File: config.mk
export PLATFORM = sky130hd
export DESIGN_NAME = rscd_top
export DESIGN_NICKNAME = d
export VERILOG_FILES = /design/src/common/rscd_pkg.sv /design/src/rtl/rscd_top.sv
export VERILOG_INCLUDE_DIRS = /design/src /design/src/common
export SDC_FILE = /design/constraint.sdc
export NUM_CORES = 1
export LEC_CHECK = 0
export BUFFER_PORTS_ARGS = -buffer_cell sky130_fd_sc_hd__buf_2
export CAP_MARGIN = 20
export CORE_ASPECT_RATIO = 0.8
export CORE_MARGIN = 1.5
export CORE_UTILIZATION = 58
export CTS_BUF_LIST = sky130_fd_sc_hd__clkbuf_2 sky130_fd_sc_hd__clkbuf_4 sky130_fd_sc_hd__clkbuf_8
export DETAILED_ROUTE_END_ITERATION = 16
export PLACE_DENSITY = 0.89
export SLEW_MARGIN = 20
export SYNTH_ARGS = -nofsm -noshare
export SYNTH_HDL_FRONTEND = slang
export SYNTH_SLANG_ARGS = --single-unit
export TNS_END_PERCENT = 1
File: constraint.sdc
create_clock -name clock -period 3.3 [get_ports clock]
set_input_delay 0.825 -clock clock [delete_from_list [all_inputs] [get_ports clock]]
set_output_delay 0.825 -clock clock [all_outputs]
set_load 0.03 [all_outputs]
File: src/common/rscd_consts.svh
// constants of the serial command decoder
`ifndef RSCD_CONSTS_SVH
`define RSCD_CONSTS_SVH
`define RSCD_CMD_RD_REG      3'h0
`define RSCD_CMD_WR_REG      3'h1
`define RSCD_CMD_RX_READ     8'h61
`define RSCD_CMD_TX_WRITE    8'hA0
`define RSCD_CMD_FLUSH_TX    8'hE1
`define RSCD_CMD_FLUSH_RX    8'hE2
`define RSCD_CMD_REPEAT      8'hE3
`define RSCD_CMD_ACTIVATE    8'h50
`define RSCD_CMD_WIDTH_RD    8'h60
`define RSCD_CMD_ACK_WRITE   5'h15
`define RSCD_CMD_UNACKED     8'hB0
`define RSCD_CMD_NOP         8'hFF
`define RSCD_ACT_FEATURES    8'h73
`define RSCD_ACT_BANK        8'h53
`define RSCD_PIPE_MAX        3'h5
`define RSCD_BANK1_MSB_LAST  5'h08
`define RSCD_BANK_REG        5'h07
`define RSCD_BANK_BIT        7
`define RSCD_PAYLOAD_MAX     32
`define RSCD_REG_MAX         5
`define RSCD_IDX_W           6
`endif

File: src/common/rscd_pkg.sv
// types of the serial command decoder
package rscd_pkg;
    typedef enum logic [3:0] {
        RSCD_IDLE = 4'h1,
        RSCD_CMD  = 4'h2,
        RSCD_DATA = 4'h4,
        RSCD_DEAD = 4'h8
    } rscd_phase_t;

    typedef struct packed {
        logic        sck_s1, sck_s2, sck_s3;
        logic        mosi_s1, mosi_s2;
        logic        cs_s1, cs_s2, cs_s3;
        rscd_phase_t phase;
        logic [7:0]  shift_in;
        logic [7:0]  shift_out;
        logic [2:0]  bit_cnt;
        logic [5:0]  byte_cnt;
        logic [7:0]  cmd;
        logic [7:0]  next_byte;
        logic        pend;
        logic        fetch;
        logic        wrote;
        logic        read_rx;
        logic        miso;
        logic        miso_oe;
        logic [4:0]  reg_addr;
        logic [2:0]  reg_byte_sel;
        logic        reg_rd_req;
        logic        reg_wr_en;
        logic [7:0]  wr_data;
        logic [5:0]  data_idx;
        logic        tx_wr_en;
        logic        tx_wr_noack;
        logic        tx_wr_ack;
        logic [2:0]  tx_wr_pipe;
        logic        tx_commit;
        logic        rx_rd_req;
        logic        rx_pop;
        logic        flush_tx;
        logic        flush_rx;
        logic        tx_reuse;
        logic        features_on;
        logic        bank;
    } rscd_state_t;
endpackage

File: src/rtl/rscd_top.sv
// serial command decoder of the packet transceiver
`timescale 1ns/1ps
`include "rscd_consts.svh"

// Function
// - a chip select falling edge starts a frame; first byte is a command
// - status register shifts out while the command byte shifts in
// - command is one byte, most significant bit first
// - bank 0 and bank 1 regs 9-14: least significant byte first
// - bank 1 regs 0-8: most significant byte first, bits msb first
// - register read 000+address returns 1 to 5 register bytes
// - register write 001+address, 1-5 bytes, only in power-down/standby
// - receive payload read returns bytes from 0, then pops the entry
// - transmit payload write stores 1-32 bytes from byte 0
// - transmit flush empties the transmit queue, no data bytes
// - repeat command makes transmitter resend last payload while enabled
// - activate with 0x73 toggles three feature commands; power-down/standby only
// - inactive feature commands ignore writes and read zeros
// - activate with 0x53 toggles bank; bank shows in reg 7 bit 7
// - width read returns length of the top receive entry
// - ack payload write: pipe 0-5, receiver only, max three pending
// - unacked payload write loads a packet sent without acknowledge
// - no-operation only shifts the status byte out
// - repeat flag set by repeat, cleared by transmit payload write or transmit flush
// - each queue holds three entries of up to 32 bytes
module rscd_top
    import rscd_pkg::*;
#(
    parameter int PAYLOAD_MAX = `RSCD_PAYLOAD_MAX,
    parameter int REG_MAX     = `RSCD_REG_MAX
) (
    // clock and reset
    input  wire logic       clock,
    input  wire logic       rst_n,
    // serial pins from the host
    input  wire logic       chip_select_n,
    input  wire logic       sck,
    input  wire logic       mosi,
    output logic            miso,
    output logic            miso_oe,
    // device state
    input  wire logic [7:0] status_in,
    input  wire logic       write_ok,
    input  wire logic       prim_rx,
    input  wire logic       ack_queue_full,
    // register file
    output logic [4:0]      reg_addr,
    output logic [2:0]      reg_byte_sel,
    input  wire logic [2:0] reg_width,
    output logic            reg_rd_req,
    input  wire logic [7:0] reg_rd_data,
    output logic            reg_wr_en,
    output logic [7:0]      wr_data,
    // payload queues
    output logic [5:0]      data_idx,
    output logic            tx_wr_en,
    output logic            tx_wr_noack,
    output logic            tx_wr_ack,
    output logic [2:0]      tx_wr_pipe,
    output logic            tx_commit,
    output logic            rx_rd_req,
    input  wire logic [7:0] rx_rd_data,
    input  wire logic [7:0] rx_top_width,
    output logic            rx_pop,
    output logic            flush_tx,
    output logic            flush_rx,
    // mode outputs
    output logic            tx_reuse,
    output logic            features_on,
    output logic            bank
);
    import rscd_pkg::*;

    if (PAYLOAD_MAX < 1 || PAYLOAD_MAX > `RSCD_PAYLOAD_MAX ||
        REG_MAX < 1 || REG_MAX > 7) begin : g_bad
        $error("rscd_top: unsupported PAYLOAD_MAX or REG_MAX");
    end

    rscd_state_t st;
    rscd_state_t next_st;

    logic       sck_rise;
    logic       sck_fall;
    logic       cs_fall;
    logic       cs_rise;
    logic       byte_done;
    logic [7:0] rx_byte;
    logic [7:0] fetch_src;

    // bank 1 low registers go out most significant byte first
    function automatic logic [2:0] byte_sel(input logic [4:0] addr,
            input logic [5:0] idx, input logic [2:0] width,
            input logic bk);
        if (bk && addr <= `RSCD_BANK1_MSB_LAST)
            byte_sel = 3'(width - 3'h1 - idx[2:0]);
        else
            byte_sel = idx[2:0];
    endfunction

    function automatic logic is_payload_write(input logic [7:0] c);
        is_payload_write = c == `RSCD_CMD_TX_WRITE ||
            c == `RSCD_CMD_UNACKED || c[7:3] == `RSCD_CMD_ACK_WRITE;
    endfunction

    assign sck_rise  = st.sck_s2 && !st.sck_s3;
    assign sck_fall  = !st.sck_s2 && st.sck_s3;
    assign cs_fall   = !st.cs_s2 && st.cs_s3;
    assign cs_rise   = st.cs_s2 && !st.cs_s3;
    assign byte_done = !st.cs_s2 && sck_rise && st.bit_cnt == 3'h7;
    assign rx_byte   = {st.shift_in[6:0], st.mosi_s2};

    // byte returned for the current read position
    always_comb begin
        fetch_src = 8'h00;
        if (st.cmd[7:5] == `RSCD_CMD_RD_REG) begin
            if (st.data_idx < 6'(reg_width)) begin
                fetch_src = reg_rd_data;
                if (st.reg_addr == `RSCD_BANK_REG && st.reg_byte_sel == 3'h0)
                    fetch_src[`RSCD_BANK_BIT] = st.bank;
            end
        end else if (st.cmd == `RSCD_CMD_RX_READ) begin
            fetch_src = rx_rd_data;
        end else if (st.cmd == `RSCD_CMD_WIDTH_RD) begin
            fetch_src = st.features_on ? rx_top_width : 8'h00;
        end
    end

    always_comb begin
        next_st = st;
        next_st.reg_rd_req = 1'b0;
        next_st.reg_wr_en  = 1'b0;
        next_st.tx_wr_en   = 1'b0;
        next_st.tx_commit  = 1'b0;
        next_st.rx_rd_req  = 1'b0;
        next_st.rx_pop     = 1'b0;
        next_st.flush_tx   = 1'b0;
        next_st.flush_rx   = 1'b0;
        next_st.pend       = 1'b0;
        next_st.fetch      = 1'b0;
        next_st.sck_s1  = sck;
        next_st.sck_s2  = st.sck_s1;
        next_st.sck_s3  = st.sck_s2;
        next_st.mosi_s1 = mosi;
        next_st.mosi_s2 = st.mosi_s1;
        next_st.cs_s1   = chip_select_n;
        next_st.cs_s2   = st.cs_s1;
        next_st.cs_s3   = st.cs_s2;

        // read pipeline: issue request, then capture the answer
        if (st.pend && st.phase == RSCD_DATA) begin
            next_st.data_idx = st.byte_cnt;
            next_st.fetch    = 1'b1;
            if (st.cmd[7:5] == `RSCD_CMD_RD_REG) begin
                next_st.reg_byte_sel = byte_sel(st.reg_addr, st.byte_cnt,
                                                reg_width, st.bank);
                next_st.reg_rd_req = st.byte_cnt < 6'(reg_width) &&
                                     st.byte_cnt < 6'(REG_MAX);
            end else if (st.cmd == `RSCD_CMD_RX_READ &&
                         st.byte_cnt < 6'(PAYLOAD_MAX)) begin
                next_st.rx_rd_req = 1'b1;
                next_st.read_rx   = 1'b1;
            end
        end
        if (st.fetch)
            next_st.next_byte = fetch_src;

        if (cs_fall) begin
            next_st.phase     = RSCD_CMD;
            next_st.bit_cnt   = 3'h0;
            next_st.byte_cnt  = 6'h00;
            next_st.shift_out = status_in;
            next_st.miso      = status_in[7];
            next_st.miso_oe   = 1'b1;
            next_st.wrote     = 1'b0;
            next_st.read_rx   = 1'b0;
        end else if (cs_rise) begin
            next_st.phase     = RSCD_IDLE;
            next_st.miso      = 1'b0;
            next_st.miso_oe   = 1'b0;
            next_st.tx_commit = st.wrote;
            next_st.rx_pop    = st.read_rx;
        end else if (!st.cs_s2) begin
            if (sck_rise) begin
                next_st.shift_in = rx_byte;
                next_st.bit_cnt  = 3'(st.bit_cnt + 3'h1);
            end
            if (byte_done && st.phase == RSCD_CMD) begin
                next_st.cmd       = rx_byte;
                next_st.phase     = RSCD_DATA;
                next_st.byte_cnt  = 6'h00;
                next_st.next_byte = 8'h00;
                next_st.reg_addr  = rx_byte[4:0];
                case (rx_byte)
                    `RSCD_CMD_FLUSH_TX: begin
                        next_st.flush_tx = 1'b1;
                        next_st.tx_reuse = 1'b0;
                    end
                    `RSCD_CMD_FLUSH_RX: next_st.flush_rx = 1'b1;
                    `RSCD_CMD_REPEAT:   next_st.tx_reuse = 1'b1;
                    `RSCD_CMD_TX_WRITE: next_st.tx_reuse = 1'b0;
                    `RSCD_CMD_UNACKED:
                        if (!st.features_on)
                            next_st.phase = RSCD_DEAD;
                    `RSCD_CMD_RX_READ, `RSCD_CMD_WIDTH_RD,
                    `RSCD_CMD_ACTIVATE, `RSCD_CMD_NOP: ;
                    default: begin
                        if (rx_byte[7:3] == `RSCD_CMD_ACK_WRITE) begin
                            if (!st.features_on || !prim_rx ||
                                rx_byte[2:0] > `RSCD_PIPE_MAX ||
                                ack_queue_full)
                                next_st.phase = RSCD_DEAD;
                        end else if (rx_byte[7:6] != 2'b00) begin
                            next_st.phase = RSCD_DEAD;
                        end
                    end
                endcase
                next_st.pend = 1'b1;
            end else if (byte_done && st.phase == RSCD_DATA) begin
                next_st.wr_data  = rx_byte;
                next_st.data_idx = st.byte_cnt;
                if (st.cmd[7:5] == `RSCD_CMD_WR_REG) begin
                    next_st.reg_byte_sel = byte_sel(st.reg_addr, st.byte_cnt,
                                                    reg_width, st.bank);
                    next_st.reg_wr_en = write_ok &&
                        st.byte_cnt < 6'(reg_width) &&
                        st.byte_cnt < 6'(REG_MAX);
                end else if (is_payload_write(st.cmd) &&
                             st.byte_cnt < 6'(PAYLOAD_MAX)) begin
                    next_st.tx_wr_en    = 1'b1;
                    next_st.tx_wr_noack = st.cmd == `RSCD_CMD_UNACKED;
                    next_st.tx_wr_ack   = st.cmd[3];
                    next_st.tx_wr_pipe  = st.cmd[2:0];
                    next_st.wrote       = 1'b1;
                end else if (st.cmd == `RSCD_CMD_ACTIVATE &&
                             st.byte_cnt == 6'h00 && write_ok) begin
                    if (rx_byte == `RSCD_ACT_FEATURES)
                        next_st.features_on = !st.features_on;
                    else if (rx_byte == `RSCD_ACT_BANK)
                        next_st.bank = !st.bank;
                end
                if (st.byte_cnt < 6'(PAYLOAD_MAX))
                    next_st.byte_cnt = 6'(st.byte_cnt + 6'h01);
                next_st.next_byte = 8'h00;
                next_st.pend      = 1'b1;
            end
            if (sck_fall) begin
                if (st.bit_cnt == 3'h0) begin
                    next_st.shift_out = st.next_byte;
                    next_st.miso      = st.next_byte[7];
                end else begin
                    next_st.shift_out = {st.shift_out[6:0], 1'b0};
                    next_st.miso      = st.shift_out[6];
                end
            end
        end
    end

    always_ff @(posedge clock or negedge rst_n) begin
        if (!rst_n) begin
            st       <= '0;
            st.sck_s1 <= 1'b0;
            st.cs_s1 <= 1'b1;
            st.cs_s2 <= 1'b1;
            st.cs_s3 <= 1'b1;
            st.phase <= RSCD_IDLE;
        end else begin
            st <= next_st;
        end
    end

    assign miso         = st.miso;
    assign miso_oe      = st.miso_oe;
    assign reg_addr     = st.reg_addr;
    assign reg_byte_sel = st.reg_byte_sel;
    assign reg_rd_req   = st.reg_rd_req;
    assign reg_wr_en    = st.reg_wr_en;
    assign wr_data      = st.wr_data;
    assign data_idx     = st.data_idx;
    assign tx_wr_en     = st.tx_wr_en;
    assign tx_wr_noack  = st.tx_wr_noack;
    assign tx_wr_ack    = st.tx_wr_ack;
    assign tx_wr_pipe   = st.tx_wr_pipe;
    assign tx_commit    = st.tx_commit;
    assign rx_rd_req    = st.rx_rd_req;
    assign rx_pop       = st.rx_pop;
    assign flush_tx     = st.flush_tx;
    assign flush_rx     = st.flush_rx;
    assign tx_reuse     = st.tx_reuse;
    assign features_on  = st.features_on;
    assign bank         = st.bank;
endmodule // rscd_top

==> reports/metrics.cfg, run 1 <==
[synth]
synthArstFlopShare_pct=100
synth-warning-count=0
synth_cell_type_count=62
synthesis.instances=448
synth_top_family_by_area=simple AND/OR/NAND/NOR gates
synth_top_cells_by_area=sky130_fd_sc_hd__dfrtp_1 (46%), sky130_fd_sc_hd__mux2_2 (5.1%), sky130_fd_sc_hd__nand2_1 (5.0%)
syn_nets=508
postSynth.topFlopCell=sky130_fd_sc_hd__dfrtp_1
synth_top_area_share_pct=46.1
post-synth-top-count-cell=sky130_fd_sc_hd__dfrtp_1
synth-seq-cells=90
synthAdderAreaFrac_pct=4.72
synthSimpleGateAreaFrac_pct=18.5
synth_enable_flop_cells=0
synth_compound_area_share_pct=10.4
post_synth.cell_area_avg_um2=10.4
netlist.top_cell.by_area=sky130_fd_sc_hd__dfrtp_1
mappedNetlistArea_um2=4670
netlist_top_cells_count=sky130_fd_sc_hd__dfrtp_1 (86), sky130_fd_sc_hd__nand2_1 (62), sky130_fd_sc_hd__o21ai_0 (27)
synthXorXnorAreaFrac_pct=1.13
synth-seq-area-share_pct=48.4
synth.mux.area_fraction_pct=9.60

[layout]
post-route-cell-area_um2=5180
area_growth_syn_to_layout_pct=11.0
final-instance-count-excl-fill=615
nets=562
layout-drive-gt1-share_pct=27.4
utilization_pct=65.8
diodes=0

[placed_design]
place.port_buffers=82
detailed_place_hpwl_um=7720
placer_congestion_estimate=0.891
dp.cells=599
dpl_cell_area_um2=4980
placement.setup.worst_slack_ps=743

[setup_path]
cp_num_buf_inv=1
crit_path_max_fanout=6
setup.worst_path.start_class=flop
cpLargestDelayFamily=simple AND/OR/NAND/NOR gates
cp_cell_sequence=inv_1 > ha_1 > nor3_2 > nor3b_1 > and2_1 > o21a_1 > mux2_2
critical_path_arrival_ps=2860
worstPathRequired_ps=3540
crit_path_end_kind=flop
cp_slowest_stage_delay_ps=560
worst-setup-path-type=reg -> reg
critPathSlowestCell=sky130_fd_sc_hd__dfstp_2

[detailed_routing]
firstDrtPassIters=5
drtIter0Drc=363
sum_of_routed_wire_length_over_all_layers_um=10600
average_vias_per_placed_instance=5.96
detail-route-antenna-nets=0
drc_errors=0
vias_post_dr=3664
detail_route.wl_per_cell_um=17.3

[clock_network]
cts_setup_buffers=0
cts_repair_resize_count=0
htree_levels=3
tritoncts_sinks=90
tritoncts=done
clock_tree.root_cell=sky130_fd_sc_hd__clkbuf_8
worst_case_clock_buffer_depth=2
clkSlewWorstSetupHoldPaths_ps=90
clock_insertion_delay_worst_skew_ps=360
hold_buffers=0
number_of_clock_buffers_inserted_by_tritoncts=9

[timing]
slew_violations=0
timing.clock.skew_ps=9.24
min_period_over_period_pct=79.1
timing_hold_violations_final=0
final.setup.tns_ps=0
timing.max_slew.rel_slack_pct=46.6
timing.final.crit_period_ps=2610
timing_worst_slew_pin_value_ps=798
max_clk_rate_mhz=383
setup_viol_count_final=0
postLayoutSetupSlackWorst_ps=688
rsz_0062_raised_after_global_routing=false
hold_slack_ps=356

[global_route]
global_route.overflow_total=0
grt_pass1_wl_um=17100
vias_in_the_first_global_route=3443
grt_start_max_net_pins=54
number_of_antenna_violations_at_the_first_check_in_global_routing=0
grt_usage_pct=26.0

[power]
fin_total_pwr_mw=2.26
power.ir.vdd_worst_uv=269
total_leakage_power_nw=2.51
power.density_nw_per_um2=437

[die]
floorplan.rows=29
io_pins=83
floorplan.initialDensity_pct=59.3
die_outline_width_um=103
fp.dieH_um=83.2
die_area_um2=8590
fp.coreArea_um2=7870

[run]
drv.max_cap_violation_count=0

[outcome]
run_status=complete, no violations

[hold_path]
hold_path_class=reg -> reg

## final timing paths
kind	from	to	slack [ps]	cells after the start
setup / recovery	st[89]	data_idx[5]	690	7
hold / removal	next_st[92]	rx_byte[0]	360	0
setup reg to reg	st[89]	data_idx[5]	690	7
hold reg to reg	next_st[92]	rx_byte[0]	360	0
max in group asynchronous	rst_n	st[89]	2040	2
min in group asynchronous	rst_n	st[73]	490	1
## cell type report
type	instances	area [um2]
clock buffers	10	131
clock inverters	6	67.6
fillers	600	2700
inverters	18	67.6
multi-input cells	296	2070
flip-flops and latches	90	2260
well taps	108	135
repair buffers	87	450
## metal layers
metal	vias to the layer above	share of wire, %	global-route usage (%)
met5	-	0	0
met2	154	48	39.4
met3	17	6.9	6.65
li1	1666	-	-
met1	1827	44	37.9
met4	0	1.4	5.90
## kinds of logic after synthesis
family | after synthesis
adder cells (fa/ha/maj) | 17
AO/OA/AOI/OAI | 75
XOR/XNOR | 6
AND/OR/NAND/NOR | 158
flip-flops | 90
multiplexers | 40
buffers and inverters | 62
## sequential cells by signal (all words and copies together), names as in the netlist
| signal | cells |
|---|---|
| bank | 1 |
| data_idx | 6 |
| features_on | 1 |
| flush_rx | 1 |
| flush_tx | 1 |
| miso | 1 |
| miso_oe | 1 |
| next_st | 5 |
| reg_byte_sel | 3 |
| reg_rd_req | 1 |
| reg_wr_en | 1 |
| rx_byte | 8 |
| rx_pop | 1 |
| rx_rd_req | 1 |
| st | 42 |
| tx_commit | 1 |
| tx_reuse | 1 |
| tx_wr_ack | 1 |
| tx_wr_en | 1 |
| tx_wr_noack | 1 |
| tx_wr_pipe | 3 |
| wr_data | 8 |
## placed cells by master, fill, tap and decap left out, drive strengths merged, types with 3 or more instances in the layout
master,Yosys,layout
nand2b,3,3
o21a,5,5
nor3,10,10
nand3,9,9
clkbuf,12,10
nor4b,3,3
nand2,62,62
a22oi,6,6
nor2,25,25
nor2b,7,7
dfstp,4,4
nor4,5,5
xnor2,4,4
nand4,9,9
nor3b,8,8
buf,32,87
a41oi,9,9
clkinvlp,0,5
inv,18,18
ha,16,16
o21ai,27,27
a21oi,13,13
mux2,38,38
dfrtp,86,86
## where the power goes
part | total, mW | internal, mW | switching [mW]
Combinational | 0.275 | 0.117 | 0.158
Clock | 0.748 | 0.358 | 0.390
Sequential | 1.24 | 1.16 | 0.0802
Power figures use the tool's default switching activity.
==> run 2, diff against run 1 <==
--- a/config.mk
+++ b/config.mk
@@ -10,10 +10,10 @@
 export CAP_MARGIN = 20
 export CORE_ASPECT_RATIO = 0.8
 export CORE_MARGIN = 1.5
-export CORE_UTILIZATION = 58
+export CORE_UTILIZATION = 52
 export CTS_BUF_LIST = sky130_fd_sc_hd__clkbuf_2 sky130_fd_sc_hd__clkbuf_4 sky130_fd_sc_hd__clkbuf_8
 export DETAILED_ROUTE_END_ITERATION = 16
-export PLACE_DENSITY = 0.89
+export PLACE_DENSITY = 0.85
 export SLEW_MARGIN = 20
 export SYNTH_ARGS = -nofsm -noshare
 export SYNTH_HDL_FRONTEND = slang
==> constraint.sdc (replaced) <==
create_clock -name clock -period 2.32 [get_ports clock]
set_input_delay 0.58 -clock clock [delete_from_list [all_inputs] [get_ports clock]]
set_output_delay 0.58 -clock clock [all_outputs]
set_load 0.03 [all_outputs]
==> reports/metrics.cfg, run 2 (same netlist as run 1, synthesis figures left out) <==
[setup_path]
critical_path_arrival_ps=2480  ; -380 ps
worstPathRequired_ps=2570  ; -970 ps
crit_path_max_fanout=4  ; -2
setup.worst_path.start_class=flop
crit_path_end_kind=flop
worst-setup-path-type=reg -> reg

[layout]
area_growth_syn_to_layout_pct=14.7
commonest_cells_after_routing_fill_and_taps_aside=sky130_fd_sc_hd__dfrtp_1 (86), sky130_fd_sc_hd__buf_2 (81), sky130_fd_sc_hd__nand2_1 (61)
final-instance-count-excl-fill=631  ; +2.6%
sequential_cell_area_um2=2260  ; unchanged
fillCellCount=695  ; +16%
nets=574  ; +2.1%
layout_commonest_cell=sky130_fd_sc_hd__dfrtp_1
diodes=0  ; unchanged
multi_input_combinational_cell_area_um2=2100  ; +1.6%
post-route-cell-area_um2=5350  ; +3.3%
layout-drive-gt1-share_pct=30.6  ; +3.2 points
largest_register_ff_count=42  ; unchanged
largest_register_by_flop_count=st

[global_route]
grt_usage_pct=24.1  ; -2.0 points
number_of_antenna_violations_at_the_first_check_in_global_routing=0  ; unchanged
grt_pass1_wl_um=17500  ; +2.3%
global_route.overflow_total=0  ; unchanged
grt_start_max_net_pins=40  ; -26%
vias_in_the_first_global_route=3539  ; +2.8%

[timing]
setup_viol_count_final=0  ; unchanged
max_clk_rate_mhz=450  ; +17%
min_period_over_period_pct=95.9  ; +17 points
hold_slack_ps=174  ; -183 ps
timing.max_slew.rel_slack_pct=67.5  ; +21 points
final.setup.tns_ps=0  ; unchanged
rsz_0062_raised_after_global_routing=true
timing_worst_slew_pin_value_ps=482  ; -317 ps
timing.clock.skew_ps=11.9  ; +2.69 ps
slew_violations=0  ; unchanged
timing.final.crit_period_ps=2220  ; -387 ps
timing_hold_violations_final=0  ; unchanged

[placed_design]
dp.cells=615  ; +2.7%
detailed_place_hpwl_um=7990  ; +3.5%
place.port_buffers=82  ; unchanged
placer_congestion_estimate=0.867  ; -2.6%
dpl_cell_area_um2=5090  ; +2.2%

[detailed_routing]
detail_route.wl_per_cell_um=17.3  ; +0.42%
detail-route-antenna-nets=0  ; unchanged
vias_post_dr=3649  ; -0.41%
drtIter0Drc=245  ; -33%
drc_errors=0  ; unchanged
firstDrtPassIters=5  ; unchanged
average_vias_per_placed_instance=5.78  ; -2.9%
sum_of_routed_wire_length_over_all_layers_um=10900  ; +3.0%

[clock_network]
worst_case_clock_buffer_depth=2  ; unchanged
number_of_clock_buffers_inserted_by_tritoncts=9  ; unchanged
hold_buffers=0  ; unchanged
tritoncts=done
tritoncts_sinks=90  ; unchanged
clkSlewWorstSetupHoldPaths_ps=90  ; about the same
htree_levels=3  ; unchanged
clock_tree.root_cell=sky130_fd_sc_hd__clkbuf_8
clock_insertion_delay_worst_skew_ps=360  ; about the same

[power]
fin_total_pwr_mw=3.39  ; +50%
total_leakage_power_nw=2.61  ; +4.1%
power.density_nw_per_um2=633  ; +45%
power.ir.vdd_worst_uv=330  ; +23%

[die]
floorplan.rows=30  ; +3.4%
io_pins=83  ; unchanged
fp.dieH_um=87.7  ; +5.4%
floorplan.initialDensity_pct=54.3  ; -5.0 points
die_outline_width_um=109  ; +5.5%
fp.coreArea_um2=8600  ; +9.2%
die_area_um2=9550  ; +11%

[run]
drv.max_cap_violation_count=0  ; unchanged

[hold_path]
hold_path_class=in -> async

[outcome]
run_status=complete, no violations

[run 2: cell type report]
class                           instances  area share [%]
Inverter                               18            1.26
Timing Repair Buffer                   99            10.3
Sequential cell                        90            42.2
Multi-Input combinational cell        296            39.3
Clock buffer                           12            2.85
Clock inverter                          4            1.43
Tap cell                              112            2.62
[run 2: path summary, 6_finish.rpt]
path                        startpoint               to  slack, ps  depth (start not counted)
setup / recovery                st[89]  reg_byte_sel[2]        100                          8
hold / removal                   rst_n           st[72]        170                          1
setup reg to reg                st[89]  reg_byte_sel[2]        100                          8
hold reg to reg            next_st[92]       rx_byte[0]        350                          0
max in group asynchronous        rst_n      next_st[90]       1520                          2
min in group clock                mosi      next_st[92]        320                          1
[run 2: stage by stage]
step / worst slack, ps / util [%]
floorplan: 36.4 / -
detailed placement: -11.0 / 59.2
global placement: 38.1 / 59.2
global route: -20.0 / 62.2
finish: 95.7 / 62.2
CTS: 21.8 / 61.9
[run 2: worst max-delay path: stages (launching register included)]
cell	delay [ps]
sky130_fd_sc_hd__dfstp_2	570
sky130_fd_sc_hd__inv_1	80
sky130_fd_sc_hd__ha_1	220
sky130_fd_sc_hd__nor3_2	200
sky130_fd_sc_hd__nor3b_2	200
sky130_fd_sc_hd__buf_4	150
sky130_fd_sc_hd__a31oi_1	110
sky130_fd_sc_hd__nor2_2	230
sky130_fd_sc_hd__mux2_2	360
[run 2: where the power goes]
| group | internal [mW] | switching (mW) | leakage (nW) |
|---|---|---|---|
| Clock | 0.665 | 0.549 | 0.114 |
| Combinational | 0.183 | 0.232 | 1.34 |
| Sequential | 1.65 | 0.107 | 1.16 |
[run 2: repair_timing]
action | CTS | global route
pin swaps | 0 | 1
buffers inserted | 0 | 0
endpoints found under the setup margin | 6 | 37
gates resized for setup | 1 | 9
[run 2: routing by layer]
metal  GRT usage (%)  vias to the layer above  routed length, um  part of all wire, %
li1                -                     1680                  -                    -
met1            33.5                     1809               4910                   45
met5               0                        -                  0                    0
met2            37.2                      143               5150                   47
met3            6.10                       17                726                  6.6
met4            7.54                        0                142                  1.3
